**config.mk**
```make
export PLATFORM = sky130hd
export DESIGN_NAME = acc_top
export DESIGN_NICKNAME = d
export VERILOG_FILES = /design/src/pkg/acc_pkg.sv /design/src/hdl/acc_top.sv /design/src/hdl/acc_sync.sv
export SDC_FILE = /design/constraint.sdc
export NUM_CORES = 1
export LEC_CHECK = 0
export ABC_AREA = 1
export BUFFER_PORTS_ARGS = -buffer_cell sky130_fd_sc_hd__buf_2
export CORE_UTILIZATION = 31
export DETAILED_ROUTE_END_ITERATION = 16
export GPL_ROUTABILITY_DRIVEN = 0
export GPL_TIMING_DRIVEN = 0
export PLACE_DENSITY = 0.6
export SYNTH_ARGS = -nofsm -noshare
export SYNTH_HDL_FRONTEND = slang
export SYNTH_SLANG_ARGS = --single-unit
```
**constraint.sdc**
```tcl
create_clock -name I_CLK -period 3 [get_ports I_CLK]
set_input_delay 0.6 -clock I_CLK [delete_from_list [all_inputs] [get_ports I_CLK]]
set_output_delay 0.6 -clock I_CLK [all_outputs]
set_load 0.1 [all_outputs]
```
**src/pkg/acc_pkg.sv**
```systemverilog
package acc_pkg;

  // ************************************************************
  // Register addresses
  // ************************************************************
  localparam logic [7:0] CTRL_STATUS_DATA_OFS = 8'h50;
  localparam logic [7:0] IO_SPACE_SHIFT = 8'h20;
  localparam logic [7:0] CTRL_STATUS_IO_OFS = 8'h30;
  localparam logic [7:0] PIN_DISABLE_OFS = 8'h7f;

  // ************************************************************
  // Control/status field positions
  // ************************************************************
  localparam int BIT_DISABLE = 7;
  localparam int BIT_BANDGAP = 6;
  localparam int BIT_RESULT = 5;
  localparam int BIT_FLAG = 4;
  localparam int BIT_IRQ_EN = 3;
  localparam int BIT_CAPTURE = 2;
  localparam int BIT_MODE_HI = 1;
  localparam int BIT_MODE_LO = 0;

  // Pin input disable field positions
  localparam int BIT_NEG_PIN_DIS = 1;
  localparam int BIT_POS_PIN_DIS = 0;

  // ************************************************************
  // Reset values
  // ************************************************************
  localparam logic [7:0] CTRL_STATUS_RESET = 8'h00;
  localparam logic [1:0] PIN_DISABLE_RESET = 2'h0;

  // ************************************************************
  // Interrupt modes
  // ************************************************************
  typedef enum logic [1:0] {
    ACC_MODE_TOGGLE = 2'b00,
    ACC_MODE_RESERVED = 2'b01,
    ACC_MODE_FALL = 2'b10,
    ACC_MODE_RISE = 2'b11
  } acc_mode_t;

  // Synchroniser stages
  localparam int SYNC_STAGES = 2;

endpackage

```
**src/hdl/acc_top.sv**
```systemverilog
// Functional notes
// (RULE1) Result high when positive exceeds negative
// (RULE2) Mux on, converter off: channel picks negative
// (RULE3) Otherwise dedicated negative pin is used
// (RULE4) Disable bit powers comparator down, always writable
// (RULE5) Software clears enable before toggling disable
// (RULE6) Bandgap select replaces positive pin input
// (RULE7) Result synchronised, one to two cycles
// (RULE8) Chosen event sets the interrupt flag
// (RULE9) Flag cleared by vector or writing one
// (RULE10) Request needs flag, enable and global enable
// (RULE11) Capture enable routes result to timer
// (RULE12) Capture disabled: timer sees no comparator
// (RULE13) Software also enables timer capture interrupt
// (RULE14) Mode: toggle, reserved, falling, rising
// (RULE15) Software disables interrupt before mode change
// (RULE16) Pin disable forces port input zero
// (RULE17) Software disables buffers on analog pins
// (RULE18) Control register at data 0x50, I/O 0x30
// (RULE19) Converter power reduction must be cleared
// (RULE20) Converter counts on only when enabled
// (RULE21) Events found by comparing with previous cycle
`timescale 1ns/100ps
module acc_top (
  // Clock and reset
  input wire logic I_CLK,
  input wire logic I_RST,
  // Register access port
  input wire logic [7:0] I_ADDR,
  input wire logic I_IO_SPACE,
  input wire logic I_WR,
  input wire logic I_RD,
  input wire logic [7:0] I_WDATA,
  output logic [7:0] O_RDATA,
  // Converter controls from elsewhere in the device
  input wire logic I_NEGATIVE_MUX_ENABLE,
  input wire logic I_CONVERTER_ENABLE,
  input wire logic [2:0] I_CHANNEL_SELECT_LOW,
  // Comparator analog model: raw comparison per candidate input
  input wire logic I_POS_GT_NEG_PIN,
  input wire logic [7:0] I_POS_GT_CHANNEL,
  input wire logic I_BANDGAP_GT_NEG_PIN,
  input wire logic [7:0] I_BANDGAP_GT_CHANNEL,
  // Comparator analog control
  output logic O_COMPARATOR_POWER,
  output logic O_BANDGAP_SELECT,
  output logic O_NEG_FROM_CHANNEL,
  output logic [2:0] O_NEG_CHANNEL,
  // Interrupt
  input wire logic I_GLOBAL_IRQ_ENABLE,
  input wire logic I_VECTOR_ACK,
  output logic O_IRQ,
  // Timer capture front end
  output logic O_CAPTURE_SOURCE,
  output logic O_CAPTURE_ROUTE_ENABLE,
  // Comparator pins digital path
  input wire logic I_POS_PIN_DIGITAL,
  input wire logic I_NEG_PIN_DIGITAL,
  output logic O_POS_PIN_BUFFER_EN,
  output logic O_NEG_PIN_BUFFER_EN,
  output logic O_POS_PIN_VALUE,
  output logic O_NEG_PIN_VALUE
);

  // ************************************************************
  // Register decode
  // ************************************************************
  wire hit_ctrl;
  wire hit_pins;
  wire wr_ctrl;
  wire wr_pins;
  wire rd_ctrl;
  wire rd_pins;

  assign hit_ctrl = I_IO_SPACE ? (I_ADDR == acc_pkg::CTRL_STATUS_IO_OFS) :
                    (I_ADDR == acc_pkg::CTRL_STATUS_DATA_OFS); // RULE18
  assign hit_pins = !I_IO_SPACE && (I_ADDR == acc_pkg::PIN_DISABLE_OFS);
  assign wr_ctrl = I_WR && hit_ctrl;
  assign wr_pins = I_WR && hit_pins;
  assign rd_ctrl = I_RD && hit_ctrl;
  assign rd_pins = I_RD && hit_pins;

  // ************************************************************
  // Control state
  // ************************************************************
  logic disable_reg;
  logic bandgap_reg;
  logic irq_enable_reg;
  logic capture_reg;
  logic [1:0] mode_reg;
  logic flag_reg;
  logic flag_next;
  logic [1:0] pin_dis_reg;
  logic result_prev_reg;
  logic [7:0] rdata_reg;
  logic [7:0] rdata_next;

  // Disable bit has no write lock, any cycle may change it
  always_ff @(posedge I_CLK or posedge I_RST) begin
    if (I_RST) begin
      disable_reg <= acc_pkg::CTRL_STATUS_RESET[acc_pkg::BIT_DISABLE];
      bandgap_reg <= acc_pkg::CTRL_STATUS_RESET[acc_pkg::BIT_BANDGAP];
      irq_enable_reg <= acc_pkg::CTRL_STATUS_RESET[acc_pkg::BIT_IRQ_EN];
      capture_reg <= acc_pkg::CTRL_STATUS_RESET[acc_pkg::BIT_CAPTURE];
      mode_reg <= acc_pkg::CTRL_STATUS_RESET[acc_pkg::BIT_MODE_HI:acc_pkg::BIT_MODE_LO];
    end else if (wr_ctrl) begin
      disable_reg <= I_WDATA[acc_pkg::BIT_DISABLE]; // RULE4
      bandgap_reg <= I_WDATA[acc_pkg::BIT_BANDGAP];
      irq_enable_reg <= I_WDATA[acc_pkg::BIT_IRQ_EN];
      capture_reg <= I_WDATA[acc_pkg::BIT_CAPTURE];
      mode_reg <= I_WDATA[acc_pkg::BIT_MODE_HI:acc_pkg::BIT_MODE_LO];
    end
  end

  always_ff @(posedge I_CLK or posedge I_RST) begin
    if (I_RST) begin
      pin_dis_reg <= acc_pkg::PIN_DISABLE_RESET;
    end else if (wr_pins) begin
      pin_dis_reg <= I_WDATA[acc_pkg::BIT_NEG_PIN_DIS:acc_pkg::BIT_POS_PIN_DIS];
    end
  end

  // ************************************************************
  // Input selection and raw comparison
  // ************************************************************
  wire use_channel;
  wire raw_vs_pin;
  wire raw_vs_channel;
  wire raw_result;

  // Converter enable overrides the mux: converter owns the channels
  assign use_channel = I_NEGATIVE_MUX_ENABLE && !I_CONVERTER_ENABLE; // RULE2 RULE3 RULE20
  assign raw_vs_pin = bandgap_reg ? I_BANDGAP_GT_NEG_PIN : I_POS_GT_NEG_PIN; // RULE6
  assign raw_vs_channel = bandgap_reg ? I_BANDGAP_GT_CHANNEL[I_CHANNEL_SELECT_LOW] :
                          I_POS_GT_CHANNEL[I_CHANNEL_SELECT_LOW]; // RULE2
  // Powered-down comparator reads low
  assign raw_result = !disable_reg && (use_channel ? raw_vs_channel : raw_vs_pin); // RULE1 RULE4

  // ************************************************************
  // Synchroniser and event detect
  // ************************************************************
  logic result_sync;

  acc_sync u_sync (
    .i_clk(I_CLK),
    .i_rst(I_RST),
    .i_async(raw_result),
    .o_sync(result_sync)
  ); // RULE7

  always_ff @(posedge I_CLK or posedge I_RST) begin
    if (I_RST) begin
      result_prev_reg <= 1'h0;
    end else begin
      result_prev_reg <= result_sync; // RULE21
    end
  end

  wire rise;
  wire fall;
  logic event_hit;

  assign rise = result_sync && !result_prev_reg; // RULE21
  assign fall = !result_sync && result_prev_reg;

  always_comb begin
    case (acc_pkg::acc_mode_t'(mode_reg))
      acc_pkg::ACC_MODE_TOGGLE: event_hit = rise || fall; // RULE14
      acc_pkg::ACC_MODE_FALL: event_hit = fall;
      acc_pkg::ACC_MODE_RISE: event_hit = rise;
      default: event_hit = 1'h0;
    endcase
  end

  // ************************************************************
  // Interrupt flag
  // ************************************************************
  wire flag_clear;

  assign flag_clear = I_VECTOR_ACK || (wr_ctrl && I_WDATA[acc_pkg::BIT_FLAG]); // RULE9

  // A new event in the clearing cycle must survive
  always_comb begin
    flag_next = flag_reg;
    if (flag_clear) begin
      flag_next = 1'h0;
    end
    if (event_hit) begin
      flag_next = 1'h1; // RULE8
    end
  end

  always_ff @(posedge I_CLK or posedge I_RST) begin
    if (I_RST) begin
      flag_reg <= acc_pkg::CTRL_STATUS_RESET[acc_pkg::BIT_FLAG];
    end else begin
      flag_reg <= flag_next;
    end
  end

  assign O_IRQ = flag_reg && irq_enable_reg && I_GLOBAL_IRQ_ENABLE; // RULE10

  // ************************************************************
  // Read data
  // ************************************************************
  always_comb begin
    rdata_next = 8'h00;
    if (rd_ctrl) begin
      rdata_next = {disable_reg, bandgap_reg, result_sync, flag_reg,
                    irq_enable_reg, capture_reg, mode_reg};
    end else if (rd_pins) begin
      rdata_next = {6'h00, pin_dis_reg};
    end
  end

  always_ff @(posedge I_CLK or posedge I_RST) begin
    if (I_RST) begin
      rdata_reg <= 8'h00;
    end else begin
      rdata_reg <= rdata_next;
    end
  end

  assign O_RDATA = rdata_reg;

  // ************************************************************
  // Analog control, capture route and pin buffers
  // ************************************************************
  assign O_COMPARATOR_POWER = !disable_reg; // RULE4
  assign O_BANDGAP_SELECT = bandgap_reg; // RULE6
  assign O_NEG_FROM_CHANNEL = use_channel; // RULE2 RULE3
  assign O_NEG_CHANNEL = I_CHANNEL_SELECT_LOW;

  // Timer applies its own filter and edge select on this line
  assign O_CAPTURE_SOURCE = capture_reg && result_sync; // RULE11 RULE12
  assign O_CAPTURE_ROUTE_ENABLE = capture_reg; // RULE11 RULE12

  assign O_POS_PIN_BUFFER_EN = !pin_dis_reg[acc_pkg::BIT_POS_PIN_DIS]; // RULE16
  assign O_NEG_PIN_BUFFER_EN = !pin_dis_reg[acc_pkg::BIT_NEG_PIN_DIS];
  assign O_POS_PIN_VALUE = I_POS_PIN_DIGITAL && !pin_dis_reg[acc_pkg::BIT_POS_PIN_DIS]; // RULE16
  assign O_NEG_PIN_VALUE = I_NEG_PIN_DIGITAL && !pin_dis_reg[acc_pkg::BIT_NEG_PIN_DIS]; // RULE16

endmodule

```
**src/hdl/acc_sync.sv**
```systemverilog
`timescale 1ns/100ps
module acc_sync (
  // Clock and reset
  input wire logic i_clk,
  input wire logic i_rst,
  // Asynchronous level in, synchronised level out
  input wire logic i_async,
  output logic o_sync
);

  logic [acc_pkg::SYNC_STAGES-1:0] stage_reg;

  // First stage feeds only the second stage
  always_ff @(posedge i_clk or posedge i_rst) begin
    if (i_rst) begin
      stage_reg <= '0;
    end else begin
      stage_reg <= {stage_reg[acc_pkg::SYNC_STAGES-2:0], i_async};
    end
  end

  assign o_sync = stage_reg[acc_pkg::SYNC_STAGES-1];

endmodule

```
# Word-level counts from Yosys, hierarchy flattened
# Cells that the tools add are included.
# op_classes
muxes	13
reduce_logical	26
n_lt_le_gt_ge	1
n_eq_ne	5
# ops
op	count
8-bit by 7-bit == test with 1-bit output, second input constant	2
1-bit logical AND	15
8-bit by 6-bit == test with 1-bit output, second input constant	1
1-bit 2-to-1 mux	8
8-bit 2-to-1 mux	1
1-bit zero test	7
1-bit binary-select mux with 3-bit select	2
2-bit == test, second input constant	2
3-bit by 4-bit less-than comparator with 1-bit output, second input constant	1
1-bit one-hot mux with 3 select lines	1
2-bit zero test	1
1-bit logical OR	2
2-bit 2-to-1 mux	1
2-bit nonzero test	1
# word_totals
output_inout_bits	21
in_bits	48
word_cells	55
ff_bits	20

# Longest topological paths before layout
# Gate-level depths: netlist of the first run.
# depth
ltp_word	7
mapped_depth	10
depth_no_buf	9

# Modules after synthesis
# A second synthesis of the first run with hierarchy kept.
# unflattened
hier_cells	158
hier_area_um2	1128.6
# by_module_without_submodules
module	seq_area_each_um2	area_per_inst_um2	cells_each	instances
acc_top	450.4	1074.8	155	1
acc_sync	50.0	53.8	3	1

# Least setup slack after synthesis of the first run
# OpenSTA, ideal clock, no wires.
# synth_timing
kind	input -> output
startpoint	input I_NEGATIVE_MUX_ENABLE
endpoint	output O_NEG_FROM_CHANNEL
stages	2
n_path_buf	0
arrival_time_ns	1.931
required_time_ns	2.400
path_slack_ns	0.469
path_cell_list	inv_1 nor2_1
# synth_via
elab_chain_len	1
# synth_lines
element	line_no	text
from (decl)	acc_top.sv:36	input wire logic I_NEGATIVE_MUX_ENABLE,
1-bit logical AND	acc_top.sv:132	assign use_channel = I_NEGATIVE_MUX_ENABLE && !I_CONVERTER_ENABLE;
to (decl)	acc_top.sv:47	output logic O_NEG_FROM_CHANNEL,
# Every way passes these cells.

# Final worst setup path of the first run
# layout_timing
startpoint	input I_CONVERTER_ENABLE
endpoint	output O_NEG_FROM_CHANNEL
# layout_via
elab_chain_len	2
# layout_lines
element	line_no	text
from (decl)	acc_top.sv:37	input wire logic I_CONVERTER_ENABLE,
1-bit zero test	acc_top.sv:132	
1-bit logical AND	acc_top.sv:132	
# Every way passes these cells.

==> results of run 1 <==
-- layer usage --
layer,up-vias,global-route usage (%),share of wire [%]
met3,0,2.37,3.7
met1,516,16.6,46
met4,0,5.23,0
met5,-,0,0
met2,25,24.3,51
li1,600,-,-
-- cells in the mapped netlist (2+ instances only) --
master    n
dfrtp_1  20
inv_1    32
buf_4     3
ha_1      2
nand3_1  15
nor2_1   15
and3_1    2
a21oi_1   2
nand2_2   5
o21ai_1   2
o21ai_0   4
o21ai_2   4
nand2_1  39
-- per-stage QoR --
stage	setup slack, ns	util, %	area (um2)	total power, mW	hold slack, ns
after floorplan	0.469	-	1140	0.467	0.331
after global placement	1.07	44.4	1530	0.526	0.333
after detailed placement	1.09	44.4	1530	0.528	0.343
after CTS	1.08	46.5	1600	0.793	0.359
after global routing	1.03	46.5	1600	0.823	0.379
final	1.09	46.5	1600	0.781	0.360
-- cell families (layout without fill, tap and decap cells) --
group	Yosys count	count (layout)	synth area share [%]
buffers and inverters	37	107	14.3
AO/OA/AOI/OAI	13	13	7.35
AND/OR/NAND/NOR	80	80	32.3
flip-flops	20	20	43.9
adder cells (fa/ha/maj)	2	2	2.19
-- cell type report --
class | count | area (um2)
Buffer | 5 | 42.5
Clock buffer | 3 | 41.3
Clock inverter | 1 | 30.0
Fill cell | 370 | 1840
Inverter | 32 | 120
Multi-Input combinational cell | 95 | 478
Sequential cell | 20 | 500
Tap cell | 46 | 57.6
Timing Repair Buffer | 66 | 330
-- power groups by stage --
stage | logic, mW | registers (mW) | clock network (mW)
6_report | 0.222 | 0.298 | 0.261
5_1_grt | 0.241 | 0.301 | 0.281
4_1_cts | 0.225 | 0.298 | 0.270
3_5_place_dp | 0.224 | 0.304 | 0
3_3_place_gp | 0.223 | 0.303 | 0
2_1_floorplan | 0.137 | 0.330 | 0
-- critical path: stages --
cell    delay (ns)
buf_2         0.09
nor2_1        0.16
buf_2         0.46
-- how the worst min path moves through the flow --
stage,endpoint,depth (start not counted)
finish,u_sync.stage_reg[1],0
global route,u_sync.stage_reg[1],0
CTS,u_sync.stage_reg[1],0
detailed placement,u_sync.stage_reg[1],0
global placement,u_sync.stage_reg[1],0
floorplan,u_sync.stage_reg[1],0
==> key figures, run 1 <==
Run status
  • Status: complete, no violations

Floorplan
  • Top Ports: 69
  • Die Span X: 62.7 um
  • Core Region: 0.00344 mm2
  • Num rows: 21
  • Die Y: 62.7 um
  • DIE AREA: 0.00393 mm2
  • Starting Density: 33.2%

Routing
  • Vias per Instance: 4.26
  • Drt drc: 0
  • ANT nets after route: 0
  • DRT Pass-1 Iters: 4
  • Starting DRT DRC Count: 30
  • Routed WL: 2.45 mm
  • Drt wl/cell: 9.13 um
  • Vias after detailed routing: 1141

Worst setup path
  • Kind of critical path: in -> out
  • R2R depth: 4
  • Worst endpoint data arrival time: 1.31 ns
  • R2r setup slk: 1.91 ns
  • Reg-to-Reg End: flag_reg
  • CP startpoint kind: input pin
  • Start point of the critical path: I_CONVERTER_ENABLE
  • Worst reg2reg path startpoint: u_sync.stage_reg[1]
  • CP endpoint kind: output port
  • Crit path required time: 2.40 ns
  • CP Max Fanout: 3
  • CP Capture Point: O_NEG_FROM_CHANNEL

Layout
  • Share of layout cells above drive strength 1: 39.2%
  • Most common cell after layout, fill and taps aside: buf_2
  • Commonest non-fill, non-tap cells in the layout: buf_2, nand2_1, inv_1
  • Area delta synth->final: 40.2%
  • Non-Filler Instances: 268
  • Ant diodes: 0
  • Max reg flops: 8
  • Nets: 273

Clocking
  • Root Buffer: clkbuf_8
  • Hold Buf Count CTS: 0
  • CTS max path bufs: 2
  • CTS tree: built
  • TritonCTS Sinks: 20
  • Post-CTS Setup Repair Bufs: 0
  • Number of H-tree levels: 1
  • PostCTS Resize Cnt: 0
  • Clk pin slew, worst setup/hold paths: 0.07 ns
  • Num CTS Buffers: 3
  • Worst skew pair latency: 0.25 ns

Global routing
  • Total congestion overflow: 0
  • Pin count of the biggest net entering global routing: 21
  • Vias in the first global route: 1071
  • Total GRT Usage: 13.8%
  • First-pass GRT wire length: 4.35 mm
  • Initial antenna violation count: 0

Synthesis
  • Yosys top cell by area: dfrtp_1
  • Sequential fraction of the synthesis area: 43.9%
  • Mean Syn Cell Area: 7.51 um2
  • Number of synthesis warnings: 0
  • FFs w/ async S/R, synth: 100%
  • Synth Net Count: 202
  • Synth top area cells: dfrtp_1, nand2_1, inv_1, nand3_1, nor2_1
  • Unique masters post-synth: 20
  • Post-synth EDFFs: 0
  • Synthesized area: 0.00114 mm2
  • #FFs+latches synth: 20
  • Cells after synthesis: 152
  • Top_reg_cell synth: dfrtp_1
  • Area share of the largest cell type after synthesis: 43.9%

Min path
  • Critical hold path startpoint: u_sync.stage_reg[0]
  • Worst Hold Class: reg -> reg

STA
  • Final setup viols: 0
  • Final max-slew violation count: 0
  • Setup TNS: 0 ns
  • Peak Freq: 0.523 GHz
  • Clock Skew: 0.00351 ns
  • Final worst-path cycle share: 63.8%
  • Worst slew pin tran: 0.733 ns
  • Fin crit period: 1.91 ns
  • Unrepaired setup endpoints after global routing: false
  • Final hold vios: 0
  • Relative slew slack: 51.1%

Placed design
  • Detailed Place HPWL: 2.03 mm
  • PortBufs: 66
  • Placed insts: 264

Power and ir drop
  • Clock share of power: 33.4%
  • Combinational Power Share: 28.4%
  • Peak VDD IR: 0.181 mV
  • Leak: 0.988 nW
  • Int Pwr: 0.527 mW
  • Reg power frac: 38.2%
  • Net Switching: 0.254 mW
  • Sw Share: 32.5%
  • Power density over the cells: 488 mW/mm2

Job
  • Max-cap check violation count: 0
No activity file was read; power rests on OpenSTA's default activity.
==> run 2: changes to the inputs <==
Settings changed: PLACE_DENSITY 0.6 to 0.62.
Clock period 3 ns to 1.7 ns, I/O delays scaled along.
==> run 2 against run 1 <==
Net effect: sequential share of layout area up 0.30 points; non-clock buffer count unchanged; clock skew is 0.0028 ns lower; sequential cell count stayed put; global-route usage shrank 1.4 points; cell area down 0.70%; power increased by 57%; critical path depth did not move; utilization decreased by 0.33 points; routed wire length fell by 2.5%; critical path type is now reg -> out.
==> key figures, run 2 (same netlist as run 1, synthesis figures left out) <==
Floorplan
  • Top Ports: 69
  • Starting Density: 33.2%
  • DIE AREA: 0.00393 mm2
  • Core Region: 0.00344 mm2
  • Num rows: 21
  • Die Span X: 62.7 um
  • Die Y: 62.7 um

STA
  • Final worst-path cycle share: 92.3%
  • Peak Freq: 0.637 GHz
  • Setup ws final: 0.131 ns
  • Final max-slew violation count: 0
  • Worst slew pin tran: 0.713 ns
  • Final hold vios: 0
  • Setup TNS: 0 ns
  • Relative slew slack: 52.4%
  • Unrepaired setup endpoints after global routing: false
  • Fin crit period: 1.57 ns
  • Clock Skew: 0.000745 ns
  • Final setup viols: 0

Layout
  • Ant diodes: 0
  • Share of layout cells above drive strength 1: 41.4%
  • Area delta synth->final: 39.3%
  • Max reg flops: 8
  • Non-Filler Instances: 268
  • Finished Core Util: 46.2%
  • Nets: 273
  • Commonest non-fill, non-tap cells in the layout: buf_2, nand2_1, inv_1
  • Most common cell after layout, fill and taps aside: buf_2

Routing
  • Drt wl/cell: 8.90 um
  • ANT nets after route: 0
  • Vias after detailed routing: 1122
  • Drt drc: 0
  • Routed WL: 2.39 mm
  • DRT Pass-1 Iters: 4
  • Starting DRT DRC Count: 25
  • Vias per Instance: 4.19

Worst setup path
  • Crit path required time: 1.36 ns
  • Worst-path cell with the longest stage delay: buf_2
  • R2r setup slk: 0.61 ns
  • Largest stage delay, worst path: 0.41 ns
  • CP Cell Sequence: nand2_1, clkinvlp_4, buf_2
  • Worst endpoint data arrival time: 1.23 ns
  • CP endpoint kind: output port
  • Kind of critical path: reg -> out
  • CP Max Fanout: 4
  • CP startpoint kind: flip-flop

Clocking
  • CTS tree: built
  • Num CTS Buffers: 3
  • PostCTS Resize Cnt: 0
  • Number of H-tree levels: 1
  • Hold Buf Count CTS: 0
  • Root Buffer: clkbuf_8
  • Worst skew pair latency: 0.25 ns
  • Post-CTS Setup Repair Bufs: 0
  • Clk pin slew, worst setup/hold paths: 0.07 ns
  • TritonCTS Sinks: 20
  • CTS max path bufs: 2

Global routing
  • Gr busiest metal: met2
  • Pin count of the biggest net entering global routing: 21
  • First-pass GRT wire length: 3.93 mm
  • Total GRT Usage: 12.3%
  • GR Util met3: 1.64%
  • Initial antenna violation count: 0
  • Total congestion overflow: 0
  • Met1 GRT Util: 15.1%
  • Vias in the first global route: 987
  • Met2 usage: 21.3%

Min path
  • Worst Hold Class: in -> async

Placed design
  • Placed insts: 264
  • PortBufs: 66
  • Pre-CTS WS: 0.272 ns
  • Detailed Place HPWL: 1.96 mm

Power and ir drop
  • Peak VDD IR: 0.297 mV
  • Leak: 0.964 nW
  • Power density over the cells: 773 mW/mm2
  • Power, Total: 1.23 mW

Run status
  • Status: complete, no violations

Job
  • Max-cap check violation count: 0
-- run 2: cell types whose count changed in the layout (fill, tap and decap cells not counted), sizes merged --
| cell | delta |
|---|---|
| inv | -1 |
| bufinv | -1 |
| clkbuf | +1 |
| clkinvlp | +1 |
-- run 2: power breakdown --
part           leakage (nW)  switching [mW]  internal [mW]
combinational         0.701           0.287          0.108
clock                0.0228           0.138          0.166
sequential            0.241          0.0189          0.510
total                 0.964           0.445          0.784
-- run 2: metrics by stage --
stage / area [um2] / hold slack [ns]
finish: 1590 / 0.197
global route: 1590 / 0.260
CTS: 1590 / 0.223
detailed placement: 1540 / 0.339
global placement: 1540 / 0.332
floorplan: 1160 / 0.304
-- run 2: path summary, 6_finish.rpt --
| kind | startpoint | endpoint | cells past startpoint |
|---|---|---|---|
| setup / recovery | u_sync.stage_reg[1] | O_CAPTURE_SOURCE | 3 |
| hold / removal | I_RST | mode_reg[0] | 2 |
| setup reg to reg | u_sync.stage_reg[1] | flag_reg | 4 |
| hold reg to reg | u_sync.stage_reg[0] | u_sync.stage_reg[1] | 0 |
| max in group asynchronous | I_RST | O_CAPTURE_ROUTE_ENABLE | 2 |
| min in group I_CLK | I_WDATA[6] | O_BANDGAP_SELECT | 3 |
-- run 2: final cells by class --
cell class | instances | area (um2)
clock buffer | 4 | 45.0
tap | 46 | 57.6
multi-input combinational | 95 | 488
inverter | 32 | 124
buffer | 5 | 42.5
timing repair buffer | 66 | 330
fill | 379 | 1850
sequential | 20 | 502
-- run 2: metal layers --
layer  part of all wire (%)  routed length [um]
met5                      0                   0
met4                   0.92                  22
met3                    3.4                  81
met2                     50                1190
met1                     46                1090
-- run 2: worst max-delay path, delay by kind of cell (launching register included) --
| kind | cells | cell delay, ns |
|---|---|---|
| DFF | 1 | 0.40 |
| and+or+nand+nor | 1 | 0.11 |
| buffers and inverters | 2 | 0.48 |
